File: src/rtl/trig_seq_pkg.sv
package trig_seq_pkg;

	// ****************************************************
	// Register offsets (byte addresses)
	// ****************************************************
	localparam logic [7:0] CTRL_OFS    = 8'h00;
	localparam logic [7:0] CMD_OFS     = 8'h04;
	localparam logic [7:0] STG_V_OFS   = 8'h08;
	localparam logic [7:0] STG_I_OFS   = 8'h0C;
	localparam logic [7:0] DELAY_OFS   = 8'h10;
	localparam logic [7:0] ACT_V_OFS   = 8'h14;
	localparam logic [7:0] ACT_I_OFS   = 8'h18;
	localparam logic [7:0] QSEL_OFS    = 8'h1C;
	localparam logic [7:0] ERR_OFS     = 8'h20;
	localparam logic [7:0] STATUS_OFS  = 8'h24;
	localparam logic [7:0] VERSION_OFS = 8'h28;

	// ****************************************************
	// Field positions
	// ****************************************************
	localparam int CTRL_SRC_BIT   = 0;
	localparam int CTRL_IFACE_BIT = 1;
	localparam int CTRL_ADDR_LSB  = 4;
	localparam int CMD_ARM_BIT    = 0;
	localparam int CMD_TRIG_BIT   = 1;
	localparam int CMD_RST_BIT    = 2;
	localparam int CMD_SAVE_BIT   = 3;
	localparam int CMD_CLRQ_BIT   = 4;
	localparam int CMD_REMOTE_BIT = 5;
	localparam int KEY_LSB        = 16;
	localparam int ERR_VALID_BIT  = 16;

	// ****************************************************
	// Limits, codes and reset values
	// ****************************************************
	localparam logic [15:0] VAL_MIN       = 16'h0000;
	localparam logic [15:0] VOLT_MAX      = 16'h7530;
	localparam logic [15:0] CURR_MAX      = 16'h2710;
	localparam logic [15:0] DELAY_MAX_SEC = 16'h8CA0; // 36,000 s
	localparam logic [15:0] DELAY_RST     = 16'h0000;
	localparam logic [4:0]  ADDR_RST      = 5'h05;
	localparam logic [15:0] ERR_TRIG_IGN  = 16'hFF2D; // -211
	localparam logic [15:0] ERR_OVERFLOW  = 16'hFEA2; // -350
	localparam logic [15:0] ERR_NONE      = 16'h0000;
	localparam int          ERRQ_DEPTH    = 20;
	// Arbitrary neutral version, year and revision digits in BCD
	localparam logic [19:0] VERSION_BCD   = 20'h2000_0;

	// ****************************************************
	// Timing
	// ****************************************************
	localparam int CLK_HZ      = 20_000_000;
	localparam int SEC_UNIT    = 1;
	localparam int TICK_CYCLES = CLK_HZ * SEC_UNIT;

	// ****************************************************
	// Types
	// ****************************************************
	typedef enum logic [1:0]
	{
		KEY_VALUE = 2'b00,
		KEY_MIN   = 2'b01,
		KEY_MAX   = 2'b10
	} key_type;

	typedef enum logic [1:0]
	{
		ST_IDLE    = 2'b00,
		ST_ARMED   = 2'b01,
		ST_PENDING = 2'b10
	} seq_state_type;

	typedef struct packed
	{
		logic [15:0] volt;
		logic [15:0] curr;
	} setpoint_type;

	typedef struct packed
	{
		setpoint_type staged;
		logic [15:0]  delay;
		logic         src_imm;
	} saved_state_type;

endpackage : trig_seq_pkg

File: src/rtl/delay_timer.sv
`timescale 1ns/1ps
module delay_timer
	import trig_seq_pkg::*;
#(
	parameter int TICKS = TICK_CYCLES
)
(
	// Clock and reset
	input  wire logic        aclk,
	input  wire logic        aresetn,
	// Control
	input  wire logic        start,
	input  wire logic [15:0] seconds,
	input  wire logic        abort,
	// Status
	output logic             busy,
	output logic             done
);

	logic [31:0] tick_q;
	logic [15:0] sec_q;
	logic        busy_q;
	logic        done_q;

	assign busy = busy_q;
	assign done = done_q;

	// Whole-second counter built from a fixed clock tick
	always_ff @(posedge aclk)
	begin
		if (!aresetn || abort)
		begin
			busy_q <= 1'b0;
			done_q <= 1'b0;
			tick_q <= 32'h0000_0000;
			sec_q  <= 16'h0000;
		end
		else if (start && !busy_q)
		begin
			busy_q <= (seconds != 16'h0000);
			done_q <= (seconds == 16'h0000);
			tick_q <= 32'h0000_0000;
			sec_q  <= seconds;
		end
		else if (busy_q)
		begin
			done_q <= 1'b0;
			if (tick_q == 32'(TICKS - 1))
			begin
				tick_q <= 32'h0000_0000;
				sec_q  <= sec_q - 16'h0001;
				if (sec_q == 16'h0001)
				begin
					busy_q <= 1'b0;
					done_q <= 1'b1;
				end
			end
			else
				tick_q <= tick_q + 32'h0000_0001;
		end
		else
			done_q <= 1'b0;
	end

endmodule : delay_timer

File: src/rtl/err_queue.sv
`timescale 1ns/1ps
module err_queue
	import trig_seq_pkg::*;
(
	// Clock and reset
	input  wire logic        aclk,
	input  wire logic        aresetn,
	// Push side
	input  wire logic        push,
	input  wire logic [15:0] push_code,
	// Pop side
	input  wire logic        pop,
	input  wire logic        clear,
	output logic      [15:0] head_code,
	output logic             not_empty,
	output logic      [4:0]  count
);

	logic [15:0] mem [ERRQ_DEPTH];
	logic [4:0]  rd_q;
	logic [4:0]  wr_q;
	logic [4:0]  cnt_q;
	logic        lock_q;
	logic        do_pop;
	logic        full;

	// Wrapping pointer advance
	function automatic logic [4:0] next_ptr(input logic [4:0] p);
		next_ptr = (p == 5'(ERRQ_DEPTH - 1)) ? 5'h00 : p + 5'h01;
	endfunction : next_ptr

	function automatic logic [4:0] prev_ptr(input logic [4:0] p);
		prev_ptr = (p == 5'h00) ? 5'(ERRQ_DEPTH - 1) : p - 5'h01;
	endfunction : prev_ptr

	assign full      = (cnt_q == 5'(ERRQ_DEPTH));
	assign do_pop    = pop && (cnt_q != 5'h00);
	assign not_empty = (cnt_q != 5'h00);
	assign count     = cnt_q;
	assign head_code = not_empty ? mem[rd_q] : ERR_NONE;

	// Storage; when full the newest slot becomes the overflow code
	always_ff @(posedge aclk)
	begin
		if (push && !full && !lock_q)
			mem[wr_q] <= push_code;
		else if (push && full && !lock_q && !do_pop)
			mem[prev_ptr(wr_q)] <= ERR_OVERFLOW;
	end

	// Pointers and count
	always_ff @(posedge aclk)
	begin
		if (!aresetn || clear)
		begin
			rd_q  <= 5'h00;
			wr_q  <= 5'h00;
			cnt_q <= 5'h00;
		end
		else
		begin
			if (do_pop)
				rd_q <= next_ptr(rd_q);
			if (push && !full && !lock_q)
				wr_q <= next_ptr(wr_q);
			if ((push && !full && !lock_q) && !do_pop)
				cnt_q <= cnt_q + 5'h01;
			else if (!(push && !full && !lock_q) && do_pop)
				cnt_q <= cnt_q - 5'h01;
		end
	end

	// Overflow lock holds off storing until the queue is cleared or read empty
	always_ff @(posedge aclk)
	begin
		if (!aresetn || clear)
			lock_q <= 1'b0;
		else if (push && full && !do_pop)
			lock_q <= 1'b1;
		else if (cnt_q == 5'h00)
			lock_q <= 1'b0;
	end

endmodule : err_queue

File: src/rtl/trig_seq.sv
`timescale 1ns/1ps
// Functional notes
// - Errors read back oldest first
// - Twenty entries; overflow writes -350, then locks
// - Error read gives code; empty reads none
// - Interface select picks active port
// - Bus address writable and readable
// - Version reads four year digits, revision
// - Reset selects bus trigger source
// - Bus trigger copies staged after delay
// - Unarmed bus trigger dropped, queues -211
// - Immediate source: arm copies at once
// - Immediate source ignores bus trigger
// - Staged values track active until programmed
// - Programmed staged values persist
// - Staged write spares active; min/max keys
// - Min/max queries return limits
// - Delay 0 to 36000 s, reset zero
// - Immediate source ignores delay
// - Source query reports bus or immediate
// - Pending delay refuses other commands
// - Local key during pending delay applies staged, goes local
// - Save captures staged, delay, source
module trig_seq
	import trig_seq_pkg::*;
#(
	parameter int TICKS = TICK_CYCLES
)
(
	// Clock and reset
	input  wire logic            aclk,
	input  wire logic            aresetn,
	// AXI4-Lite write address
	input  wire logic [7:0]      s_axi_awaddr,
	input  wire logic            s_axi_awvalid,
	output logic                 s_axi_awready,
	// AXI4-Lite write data
	input  wire logic [31:0]     s_axi_wdata,
	input  wire logic [3:0]      s_axi_wstrb,
	input  wire logic            s_axi_wvalid,
	output logic                 s_axi_wready,
	// AXI4-Lite write response
	output logic [1:0]           s_axi_bresp,
	output logic                 s_axi_bvalid,
	input  wire logic            s_axi_bready,
	// AXI4-Lite read address
	input  wire logic [7:0]      s_axi_araddr,
	input  wire logic            s_axi_arvalid,
	output logic                 s_axi_arready,
	// AXI4-Lite read data
	output logic [31:0]          s_axi_rdata,
	output logic [1:0]           s_axi_rresp,
	output logic                 s_axi_rvalid,
	input  wire logic            s_axi_rready,
	// Front panel
	input  wire logic            local_key,
	output logic                 local_mode,
	// Error injection from other command logic
	input  wire logic            err_push,
	input  wire logic [15:0]     err_code,
	// Setpoints, port choice and saved state
	output setpoint_type         active_setpoint,
	output logic                 iface_serial,
	output logic [4:0]           bus_address,
	output saved_state_type      saved_state,
	output logic                 save_strobe
);

	// ****************************************************
	// Declarations
	// ****************************************************
	localparam logic [1:0] RESP_OKAY   = 2'b00;
	localparam logic [1:0] RESP_SLVERR = 2'b10;
	localparam logic [1:0] RESP_DECERR = 2'b11;

	logic          aw_held_q;
	logic [7:0]    awaddr_q;
	logic          w_held_q;
	logic [31:0]   wdata_q;
	logic [3:0]    wstrb_q;
	logic          bvalid_q;
	logic [1:0]    bresp_q;
	logic          rvalid_q;
	logic [31:0]   rdata_q;
	logic [1:0]    rresp_q;

	logic          wr_fire;
	logic          wr_ok;
	logic          wr_mapped;
	logic          rd_fire;
	logic          rd_mapped;

	seq_state_type state_q;
	logic          src_imm_q;
	logic          iface_q;
	logic [4:0]    addr_q;
	logic [15:0]   delay_q;
	logic [1:0]    qsel_q;
	setpoint_type  act_q;
	setpoint_type  stg_q;
	logic          stg_v_prog_q;
	logic          stg_i_prog_q;
	logic          local_q;
	saved_state_type saved_q;
	logic          save_q;

	setpoint_type  eff_stg;
	logic          cmd_arm;
	logic          cmd_trig;
	logic          cmd_rst;
	logic          cmd_save;
	logic          cmd_clrq;
	logic          cmd_remote;
	logic          bus_trig_ok;
	logic          copy_now;
	logic          timer_start;
	logic          timer_busy;
	logic          timer_done;
	logic          local_abort;
	logic          err_pop;
	logic          q_push;
	logic [15:0]   q_code;
	logic [15:0]   head_code;
	logic          q_not_empty;
	logic [4:0]    q_count;

	// Value write with min/max keyword, clamped to the ceiling
	function automatic logic [15:0] keyed(input logic [31:0] d,
		input logic [15:0] ceil);
		unique case (d[KEY_LSB +: 2])
			KEY_MIN: keyed = VAL_MIN;
			KEY_MAX: keyed = ceil;
			default: keyed = (d[15:0] > ceil) ? ceil : d[15:0];
		endcase
	endfunction : keyed

	// Query answer: stored value or the fixed limits
	function automatic logic [15:0] query(input logic [1:0] sel,
		input logic [15:0] val, input logic [15:0] ceil);
		unique case (sel)
			KEY_MIN: query = VAL_MIN;
			KEY_MAX: query = ceil;
			default: query = val;
		endcase
	endfunction : query

	// ****************************************************
	// AXI4-Lite channel handshakes
	// ****************************************************
	assign s_axi_awready = !aw_held_q;
	assign s_axi_wready  = !w_held_q;
	assign s_axi_bvalid  = bvalid_q;
	assign s_axi_bresp   = bresp_q;
	assign s_axi_arready = !rvalid_q;
	assign s_axi_rvalid  = rvalid_q;
	assign s_axi_rdata   = rdata_q;
	assign s_axi_rresp   = rresp_q;

	assign wr_fire = aw_held_q && w_held_q && !bvalid_q;
	assign rd_fire = s_axi_arvalid && !rvalid_q;

	// Address and data may arrive in either order
	always_ff @(posedge aclk)
	begin
		if (!aresetn)
		begin
			aw_held_q <= 1'b0;
			w_held_q  <= 1'b0;
			awaddr_q  <= 8'h00;
			wdata_q   <= 32'h0000_0000;
			wstrb_q   <= 4'h0;
		end
		else
		begin
			if (s_axi_awvalid && !aw_held_q)
			begin
				aw_held_q <= 1'b1;
				awaddr_q  <= s_axi_awaddr;
			end
			else if (wr_fire)
				aw_held_q <= 1'b0;
			if (s_axi_wvalid && !w_held_q)
			begin
				w_held_q <= 1'b1;
				wdata_q  <= s_axi_wdata;
				wstrb_q  <= s_axi_wstrb;
			end
			else if (wr_fire)
				w_held_q <= 1'b0;
		end
	end

	// Write decode; partial words are not supported
	always_comb
	begin
		unique case (awaddr_q)
			CTRL_OFS, CMD_OFS, STG_V_OFS, STG_I_OFS, DELAY_OFS,
			ACT_V_OFS, ACT_I_OFS, QSEL_OFS: wr_mapped = 1'b1;
			default:                        wr_mapped = 1'b0;
		endcase
	end
	// Nothing is applied while a delayed copy is pending
	assign wr_ok = wr_fire && wr_mapped && (wstrb_q == 4'hF)
		&& (state_q != ST_PENDING);

	// Write response
	always_ff @(posedge aclk)
	begin
		if (!aresetn)
		begin
			bvalid_q <= 1'b0;
			bresp_q  <= RESP_OKAY;
		end
		else if (wr_fire)
		begin
			bvalid_q <= 1'b1;
			if (!wr_mapped)
				bresp_q <= RESP_DECERR;
			else if (!wr_ok)
				bresp_q <= RESP_SLVERR;
			else
				bresp_q <= RESP_OKAY;
		end
		else if (s_axi_bready)
			bvalid_q <= 1'b0;
	end

	// ****************************************************
	// Command strobes
	// ****************************************************
	assign cmd_arm    = wr_ok && awaddr_q == CMD_OFS && wdata_q[CMD_ARM_BIT];
	assign cmd_trig   = wr_ok && awaddr_q == CMD_OFS && wdata_q[CMD_TRIG_BIT];
	assign cmd_rst    = wr_ok && awaddr_q == CMD_OFS && wdata_q[CMD_RST_BIT];
	assign cmd_save   = wr_ok && awaddr_q == CMD_OFS && wdata_q[CMD_SAVE_BIT];
	assign cmd_clrq   = wr_ok && awaddr_q == CMD_OFS && wdata_q[CMD_CLRQ_BIT];
	assign cmd_remote = wr_ok && awaddr_q == CMD_OFS
		&& wdata_q[CMD_REMOTE_BIT];

	// Bus trigger only counts with bus source and an armed sequencer
	assign bus_trig_ok = cmd_trig && !src_imm_q && state_q == ST_ARMED;
	assign timer_start = bus_trig_ok && !cmd_rst;
	assign local_abort = local_key && state_q == ST_PENDING;

	// Any of these moves staged values into the active setpoints
	assign copy_now = !cmd_rst && ((cmd_arm && src_imm_q)
		|| timer_done
		|| local_abort);

	// Staged values follow the active ones until programmed
	assign eff_stg.volt = stg_v_prog_q ? stg_q.volt : act_q.volt;
	assign eff_stg.curr = stg_i_prog_q ? stg_q.curr : act_q.curr;

	// ****************************************************
	// Sequencer state
	// ****************************************************
	always_ff @(posedge aclk)
	begin
		if (!aresetn || cmd_rst)
			state_q <= ST_IDLE;
		else
			unique case (state_q)
				ST_IDLE:
					if (cmd_arm && !src_imm_q)
						state_q <= ST_ARMED;
				ST_ARMED:
					if (bus_trig_ok)
						state_q <= ST_PENDING;
				ST_PENDING:
					if (timer_done || local_abort)
						state_q <= ST_IDLE;
				default:
					state_q <= ST_IDLE;
			endcase
	end

	delay_timer #(
		.TICKS   (TICKS)
	) u_delay (
		.aclk    (aclk),
		.aresetn (aresetn),
		.start   (timer_start),
		.seconds (delay_q),
		.abort   (local_abort),
		.busy    (timer_busy),
		.done    (timer_done)
	);

	// ****************************************************
	// Configuration registers
	// ****************************************************
	always_ff @(posedge aclk)
	begin
		if (!aresetn || cmd_rst)
		begin
			src_imm_q <= 1'b0;
			delay_q   <= DELAY_RST;
			qsel_q    <= KEY_VALUE;
		end
		else if (wr_ok)
		begin
			if (awaddr_q == CTRL_OFS)
				src_imm_q <= wdata_q[CTRL_SRC_BIT];
			if (awaddr_q == DELAY_OFS)
				delay_q <= keyed(wdata_q, DELAY_MAX_SEC);
			if (awaddr_q == QSEL_OFS)
				qsel_q <= wdata_q[1:0];
		end
	end

	// Port choice and bus address survive a reset command
	always_ff @(posedge aclk)
	begin
		if (!aresetn)
		begin
			iface_q <= 1'b0;
			addr_q  <= ADDR_RST;
		end
		else if (wr_ok && awaddr_q == CTRL_OFS)
		begin
			iface_q <= wdata_q[CTRL_IFACE_BIT];
			addr_q  <= wdata_q[CTRL_ADDR_LSB +: 5];
		end
	end

	// Staged values; only an explicit write or reset changes them
	always_ff @(posedge aclk)
	begin
		if (!aresetn || cmd_rst)
		begin
			stg_q        <= '0;
			stg_v_prog_q <= 1'b0;
			stg_i_prog_q <= 1'b0;
		end
		else if (wr_ok && awaddr_q == STG_V_OFS)
		begin
			stg_q.volt   <= keyed(wdata_q, VOLT_MAX);
			stg_v_prog_q <= 1'b1;
		end
		else if (wr_ok && awaddr_q == STG_I_OFS)
		begin
			stg_q.curr   <= keyed(wdata_q, CURR_MAX);
			stg_i_prog_q <= 1'b1;
		end
	end

	// Active setpoints: direct writes or a trigger copy
	always_ff @(posedge aclk)
	begin
		if (!aresetn || cmd_rst)
			act_q <= '0;
		else if (copy_now)
			act_q <= eff_stg;
		else if (wr_ok && awaddr_q == ACT_V_OFS)
			act_q.volt <= keyed(wdata_q, VOLT_MAX);
		else if (wr_ok && awaddr_q == ACT_I_OFS)
			act_q.curr <= keyed(wdata_q, CURR_MAX);
	end

	// Local mode entered from the panel key during a pending delay
	always_ff @(posedge aclk)
	begin
		if (!aresetn || cmd_remote)
			local_q <= 1'b0;
		else if (local_abort)
			local_q <= 1'b1;
	end

	// Snapshot of the trigger settings for state storage
	always_ff @(posedge aclk)
	begin
		if (!aresetn)
		begin
			saved_q <= '0;
			save_q  <= 1'b0;
		end
		else
		begin
			save_q <= cmd_save;
			if (cmd_save)
			begin
				saved_q.staged  <= eff_stg;
				saved_q.delay   <= delay_q;
				saved_q.src_imm <= src_imm_q;
			end
		end
	end

	// ****************************************************
	// Error queue
	// ****************************************************
	// Trigger error wins over a simultaneous external push
	assign q_push = (cmd_trig && !src_imm_q && state_q != ST_ARMED)
		|| err_push;
	assign q_code = (cmd_trig && !src_imm_q && state_q != ST_ARMED)
		? ERR_TRIG_IGN : err_code;
	assign err_pop = rd_fire && s_axi_araddr == ERR_OFS
		&& state_q != ST_PENDING;

	err_queue u_errq (
		.aclk      (aclk),
		.aresetn   (aresetn),
		.push      (q_push),
		.push_code (q_code),
		.pop       (err_pop),
		.clear     (cmd_clrq),
		.head_code (head_code),
		.not_empty (q_not_empty),
		.count     (q_count)
	);

	// ****************************************************
	// Read path
	// ****************************************************
	always_comb
	begin
		unique case (s_axi_araddr)
			CTRL_OFS, STG_V_OFS, STG_I_OFS, DELAY_OFS, ACT_V_OFS,
			ACT_I_OFS, QSEL_OFS, ERR_OFS, STATUS_OFS,
			VERSION_OFS: rd_mapped = 1'b1;
			default:     rd_mapped = 1'b0;
		endcase
	end

	// Reads are refused too while a delayed copy is pending
	always_ff @(posedge aclk)
	begin
		if (!aresetn)
		begin
			rvalid_q <= 1'b0;
			rdata_q  <= 32'h0000_0000;
			rresp_q  <= RESP_OKAY;
		end
		else if (rd_fire)
		begin
			rvalid_q <= 1'b1;
			rdata_q  <= 32'h0000_0000;
			rresp_q  <= RESP_OKAY;
			if (!rd_mapped)
				rresp_q <= RESP_DECERR;
			else if (state_q == ST_PENDING)
				rresp_q <= RESP_SLVERR;
			else
				unique case (s_axi_araddr)
					CTRL_OFS:
					begin
						rdata_q[CTRL_SRC_BIT]       <= src_imm_q;
						rdata_q[CTRL_IFACE_BIT]     <= iface_q;
						rdata_q[CTRL_ADDR_LSB +: 5] <= addr_q;
					end
					STG_V_OFS:
						rdata_q[15:0] <= query(qsel_q, eff_stg.volt,
							VOLT_MAX);
					STG_I_OFS:
						rdata_q[15:0] <= query(qsel_q, eff_stg.curr,
							CURR_MAX);
					DELAY_OFS:
						rdata_q[15:0] <= query(qsel_q, delay_q,
							DELAY_MAX_SEC);
					ACT_V_OFS: rdata_q[15:0] <= act_q.volt;
					ACT_I_OFS: rdata_q[15:0] <= act_q.curr;
					QSEL_OFS:  rdata_q[1:0]  <= qsel_q;
					ERR_OFS:
					begin
						rdata_q[15:0]         <= head_code;
						rdata_q[ERR_VALID_BIT] <= q_not_empty;
					end
					STATUS_OFS:
						rdata_q[9:0] <= {local_q, q_count, q_not_empty,
							timer_busy, state_q};
					VERSION_OFS:
						rdata_q[19:0] <= VERSION_BCD;
					default:
						rdata_q <= 32'h0000_0000;
				endcase
		end
		else if (s_axi_rready)
			rvalid_q <= 1'b0;
	end

	// ****************************************************
	// Outputs
	// ****************************************************
	assign active_setpoint = act_q;
	assign iface_serial    = iface_q;
	assign bus_address     = addr_q;
	assign local_mode      = local_q;
	assign saved_state     = saved_q;
	assign save_strobe     = save_q;

endmodule : trig_seq

File: config.mk
export PLATFORM = sky130hd
export DESIGN_NAME = trig_seq
export DESIGN_NICKNAME = d
export VERILOG_FILES = /design/src/rtl/trig_seq_pkg.sv /design/src/rtl/delay_timer.sv /design/src/rtl/err_queue.sv /design/src/rtl/trig_seq.sv
export SDC_FILE = /design/constraint.sdc
export NUM_CORES = 1
export LEC_CHECK = 0
export BUFFER_PORTS_ARGS = -buffer_cell sky130_fd_sc_hd__buf_4
export CELL_PAD_IN_SITES_DETAIL_PLACEMENT = 0
export CELL_PAD_IN_SITES_GLOBAL_PLACEMENT = 1
export CORE_AREA = 2 2 225 227
export DETAILED_ROUTE_END_ITERATION = 10
export DIE_AREA = 0 0 227 229
export PLACE_DENSITY = 0.84
export SETUP_SLACK_MARGIN = 0.1
export SLEW_MARGIN = 20
export SYNTH_ARGS = -nofsm -noshare
export SYNTH_HDL_FRONTEND = slang
export SYNTH_SLANG_ARGS = --single-unit
File: constraint.sdc
create_clock -name aclk -period 5.62 [get_ports aclk]
set_input_delay 0 -clock aclk [delete_from_list [all_inputs] [get_ports aclk]]
set_output_delay 0 -clock aclk [all_outputs]
set_load 0.02 [all_outputs]
After elaboration in Yosys (flattened, before gate mapping):

Memory sizes are Yosys's and may differ from the RTL's. A register that Yosys moved wholly into a read port is not among the register bits.
Cells that the tools add are included.
Widths: inputs -> output; s select.

* add/sub/neg operators: 7
* multiply operators: 0
* divide/modulo/power cells: 0
* $lt $le $gt $ge: 3
* equality and inequality tests: 34
* shift operators: 0
* mux-type cells: 74
* bitwise gates (word level): 1
* reduce and logical (&&, ||, !) cells: 89

Operators with widths (number)
* $mux 16: 14
* $pmux 16 s2: 6
* $eq 8x5->1 const B: 8
* $mux 32: 2
* $mux 5: 10
* $logic_and 1x1->1: 40
* $pmux 5 s8: 1
* $mux 18: 2
* $pmux 6 s6: 1
* $add 32x1->32 const B: 1
* $eq 32x25->1 const B: 1
* $eq 8x4->1 const B: 4
* $mux 1: 27
* $eq 8x6->1 const B: 3
* $reduce_bool 2->1: 10
* $pmux 2 s9: 1
* $eq 16x1->1 const B: 1
* $gt 16x14->1 const B: 1
* $gt 16x15->1 const B: 1
* $gt 16x16->1 const B: 1
* $logic_not 16->1: 1
* $logic_not 8->1: 2
* $reduce_bool 16->1: 1
* $reduce_or 16->1: 1
* 25 further kinds: 68

* bits in registers: 280
* bits in latches: 0
* memory bits (writable): 320
* ROM bits: 32
* input bits: 77
* logic and storage cells: 246
* memories: 2

Memory list
* u_errq.mem: depth 20, width 16, read ports 1, clocked after memory_dff 1, write ports 1, RTL line err_queue.sv:19 `logic [15:0] mem [ERRQ_DEPTH];`
* (name not given): depth 32, width 1, read ports 1, clocked after memory_dff 1, write ports 0, RTL line trig_seq.sv:196 `unique case (awaddr_q)`

Depth between registers and ports, before layout:

* word-level depth: 18
* gate-level depth with buffers: 15

By module:

From an unflattened synthesis, not the netlist that was laid out.

* cells, all modules: 2249
* area, all modules: 26375.3 um^2

Modules (own cells, without submodules)
* err_queue: times used 1, cells an instance 701, area each 13763.2 um^2, sequential area each 10029.6 um^2
* trig_seq: times used 1, cells an instance 1223, area each 9892.0 um^2, sequential area each 4023.9 um^2
* delay_timer: times used 1, cells an instance 325, area each 2720.1 um^2, sequential area each 1001.0 um^2

Worst setup path after synthesis:

No wires, ideal clock.

* path kind: reg-to-reg
* from: reg awaddr_q[4]
* to: reg u_errq.cnt_q[4], in the netlist u_errq.count[4]
* library setup time: 0.070 ns
* arrival: 3.352 ns
* required time: 5.550 ns
* slack: 2.198 ns
* stages on the path, launching flop included: 15
* path buffers: 2
* clock period less this slack: 3.422 ns
* path through: dfxtp_1 clkbuf_1 or4b_2 clkbuf_1 nor4_1 a21boi_0 nor2_1 ha_1 inv_1 fa_1 a21o_1 a21oi_1 xnor2_1 or3_1 a21oi_1

* longest elaborated chain between the ends: 11
* elaborated cells on any way between the ends: 15

RTL lines
* start: declaration: RTL line trig_seq.sv:77 `logic [7:0] awaddr_q;`
* start signal: assignment: RTL line trig_seq.sv:178 `awaddr_q <= s_axi_awaddr;`
* $eq 8x3->1 (*): RTL line trig_seq.sv:232, trig_seq.sv:235
* $logic_and 1x1->1 (*): RTL line trig_seq.sv:232, trig_seq.sv:235
* $logic_and 1x1->1: RTL line trig_seq.sv:232 `assign cmd_trig = wr_ok && awaddr_q == CMD_OFS && wdata_q[CMD_TRIG_BIT];`
* $logic_and 1x1->1 (2 in series): RTL line trig_seq.sv:392 `assign q_push = (cmd_trig && !src_imm_q && state_q != ST_ARMED)`
* $logic_or 1x1->1: RTL line trig_seq.sv:393 `|| err_push;`
* $logic_and 1x1->1 (2 in series): RTL line err_queue.sv:66, err_queue.sv:68
* $logic_not 1->1: RTL line err_queue.sv:68 `else if (!(push && !full && !lock_q) && do_pop)`
* $logic_and 1x1->1: RTL line err_queue.sv:68
* $reduce_bool 2->1 (no source line)
* end signal: assignment: RTL line err_queue.sv:67 `cnt_q <= cnt_q + 5'h01;`
* end signal: assignment: RTL line err_queue.sv:69 `cnt_q <= cnt_q - 5'h01;`
* end: declaration: RTL line err_queue.sv:22 `logic [4:0] cnt_q;`

Mark *: on every way between the ends. The rest lies on a longest branch, timed or not.
A chain may end at the register's enable or synchronous reset.

Final worst setup path:

* from: reg awaddr_q[0]
* to: reg u_errq.cnt_q[4], in the netlist u_errq.count[4]

The elaborated chain is that of the path after synthesis.

==> metrics.txt <==
status completed; routed wire length 77600 um; FF+latch count, synth 592; Fin Setup TNS 0 ns; Seq/Total Area, Yosys 59.0%; final slew viol count 0; area of the multi-input gates 9770 sq um; CTS tree done; unrepaired setup endpoints after global routing no; max incr delay on CP 0.87 ns; Worst Reg2Reg Path Length in Cells 12; top post-synthesis cells by area edfxtp_1 38%, dfxtp_1 21%, mux4_2 7.5%, nand2_1 3.4%, nor2_1 3.1%; chip height 229 um; final hold violations 0; RePlAce Congestion 0.950; initial antenna violation count 0; filler cell count in the final layout 3982; Crit Reg-Reg Startpoint awaddr_q[0]$_SDFFE_PN0P_; fin crit share 70.0%; hold path startpoint err_code[7]; Syn-to-layout area delta 18.1%; Buffers on Ports 178; Cell Chain, Critical Path or4b_2 > nor4_1 > a21boi_0 > nor2_1 > ha_1 > inv_1 > fa_1 > a21o_1 > a21oi_1 > xnor2_1 > or3_1 > a21oi_1; post-synthesis cell count 2167; R2R Path End u_errq.count[4]$_SDFFE_PP0P_; type of the worst setup path reg -> reg; Rows 82; total grt overflow 0; asr flop ratio synth 0%; vias in the first global route 18400; vias per cell 6.14; most frequent CP cell a21oi_1; Initial Util 51.4%; CP Capture Type register; CTS Buf Count 60; final antenna-violating net count 0; Iter 0 DRT Violations 1816; first-pass GRT wire length 115000 um; worst-path maximum fanout 8; peak supply drop 308 uV; share of cells above drive strength 1 19.3%; Hold Path Depth 4; NumNets Final 2473; H-tree depth reported by CTS 2; register area 15100 sq um; relative slew slack 25.1%; Netlist cell types 83; Reg2Reg Setup Slack 1.69 ns; DP HPWL 52500 um; power density over the cells 304 nW/um^2; clock transition at the registers of the reported paths 0.06 ns; Synth top area share 37.7%; clk_lat worst skew 0.65 ns; Synth area leader edfxtp_1; final setup vio count 0; Die ar. 52000 sq um; YS warnings 0; slowest CP cell or4b_2; crit path from awaddr_q[0]$_SDFFE_PN0P_; max-capacitance violation count 0; CP Launch Type register; DR WL/cell 25.0 um; Post-synth EDFFs 320; min Tclk post-route 3.93 ns; PostCTS Resize Cnt 0; Post-Syn Area 25500 sq um; DRC Markers 0; GRT Total Usage 29.7%; prevailing post-synth register cell edfxtp_1; DR pass1 iterations 6; largest net degree at the start of global routing 61; final core utilization 60.7%; Die W 227 um; crit path buf inv count 1; Fmax 254 MHz; Slew @ Worst Pin 1.11 ns; P_leak 10.5 nW; # IOs 207; root buf cell clkbuf_16; Setup Skew 0.0196 ns; Longest Clk Path Bufs 3; CORE AREA 49700 sq um; Crit path required time 6.20 ns; min-delay worst type in -> reg; Avg Inst Size Synth 11.8 sq um; hold endpoint u_errq.mem[14][7]$_DFFE_PP_; ant diodes 0; clk sinks 592; Top delay family on crit path simple AND/OR/NAND/NOR gates; Vias 19000; Worst Path Arrival 4.51 ns
==> per-stage QoR <==
stage | worst slack [ns] | instance area, sq um | std cells | total power, mW | hold slack (ns)
detailed placement | 1.72 | 27500 | 2930 | 5.18 | 0.225
finish | 1.69 | 30100 | 3102 | 9.16 | 0.0114
CTS | 1.72 | 30100 | 3102 | 9.19 | 0.000315
global placement | 1.73 | 27500 | 2930 | 5.16 | 0.220
global route | 1.38 | 30100 | 3102 | 9.41 | 0.0400
floorplan | 2.20 | 25600 | 2180 | 5.01 | 0.116
==> flip-flops by register name (all words and copies together), names as in the netlist, 8 cells and up, named ones only <==
name and cells:
saved_state 49, awaddr_q 8, stg_q 32, u_errq.mem 320, u_delay.tick_q 32, delay_q 16
wdata_q 18, u_delay.sec_q 16, active_setpoint 32, s_axi_rdata 18
==> kinds of logic after synthesis <==
family          synth area share [%]
simple gates                    14.1
fa+ha+maj                      0.667
mux                             10.8
xor+xnor                        1.41
compound gates                  11.0
other cells                   0.0147
flops                           59.0
buf+inv                         3.05
==> worst max-delay path by stage <==
stage	end	slack, ns	cells past startpoint
global placement	u_errq.count[4]$_SDFFE_PP0P_	1.73	12
finish	u_errq.count[4]$_SDFFE_PP0P_	1.69	12
floorplan	u_errq.count[4]$_SDFFE_PP0P_	2.20	14
detailed placement	u_errq.count[4]$_SDFFE_PP0P_	1.72	12
CTS	u_errq.count[4]$_SDFFE_PP0P_	1.72	12
global route	u_errq.count[4]$_SDFFE_PP0P_	1.38	12
==> power by group <==
part,internal [mW],switching [mW]
Clock,2.29,1.73
Combinational,0.171,0.288
Sequential,4.61,0.0610
==> worst register-to-register path: stages (launching register included) <==
cell and delay (ns):
dfxtp_1 0.35, or4b_2 0.87, nor4_1 0.40, a21boi_0 0.31, nor2_1 0.30, ha_1 0.24, inv_1 0.10, fa_1 0.42
a21o_1 0.18, a21oi_1 0.17, xnor2_1 0.09, or3_1 0.30, a21oi_1 0.14
==> synthesized netlist by cell type (all sizes together), types with 6 or more instances <==
| cell | number |
|---|---|
| mux2i | 66 |
| nand3b | 7 |
| o2bb2ai | 8 |
| dfxtp | 272 |
| o2111ai | 7 |
| nor4b | 12 |
| inv | 30 |
| mux2 | 15 |
| a32o | 7 |
| clkbuf | 96 |
| nor3 | 43 |
| o31ai | 7 |
| or3 | 10 |
| mux4 | 85 |
| ha | 12 |
| a22oi | 11 |
| and2 | 11 |
| nor3b | 6 |
| a211oi | 47 |
| a31oi | 18 |
| or2 | 18 |
| nand2 | 233 |
| o22ai | 13 |
| edfxtp | 320 |
| and3 | 23 |
| xnor2 | 18 |
| nor4 | 18 |
| nor2b | 26 |
| a21oi | 136 |
| o211ai | 12 |
| o21ai | 64 |
| nor2 | 208 |
| nand2b | 17 |
| xor2 | 23 |
| a32oi | 8 |
| a21o | 10 |
| nand3 | 61 |
| a22o | 19 |
| buf | 55 |
| nand4 | 36 |
==> routing by layer <==
metal / track usage, % / up-vias / wire (um)
met5: 0 / - / 0
met2: 48.5 / 850 / 37300
li1: - / 8543 / -
met1: 39.2 / 9478 / 31200
met3: 4.82 / 171 / 5870
met4: 13.2 / 0 / 3280
==> final cells by class <==
class	instances	area share [%]
clock buffer	72	5.27
clock inverter	37	1.31
inverter	30	0.378
multi-input combinational	1407	32.4
sequential	592	50.0
tap	672	2.79
timing repair buffer	292	7.80
==> placed cells by master (no fill, tap or decap), types with 26 or more instances in the layout <==
| cell | synthesis | layout |
|---|---|---|
| inv_1 | 29 | 28 |
| nor2b_1 | 26 | 26 |
| dlygate4sd3_1 | 0 | 63 |
| dfxtp_1 | 272 | 270 |
| nor2_1 | 208 | 206 |
| nor3_1 | 43 | 41 |
| o21ai_0 | 63 | 63 |
| mux2i_1 | 66 | 66 |
| mux4_2 | 85 | 85 |
| clkbuf_16 | 0 | 60 |
| edfxtp_1 | 320 | 320 |
| a211oi_1 | 47 | 47 |
| nand3_1 | 61 | 60 |
| nand4_1 | 36 | 36 |
| buf_4 | 15 | 229 |
| a21oi_1 | 135 | 135 |
| nand2_1 | 231 | 231 |
==> timing repair <==
| action | 4_1_cts | 5_1_grt |
|---|---|---|
| hold endpoints to repair | 253 | 0 |
| hold buffers | 63 | 0 |
| setup buffers | 0 | 0 |
Power figures use the tool's default switching activity.
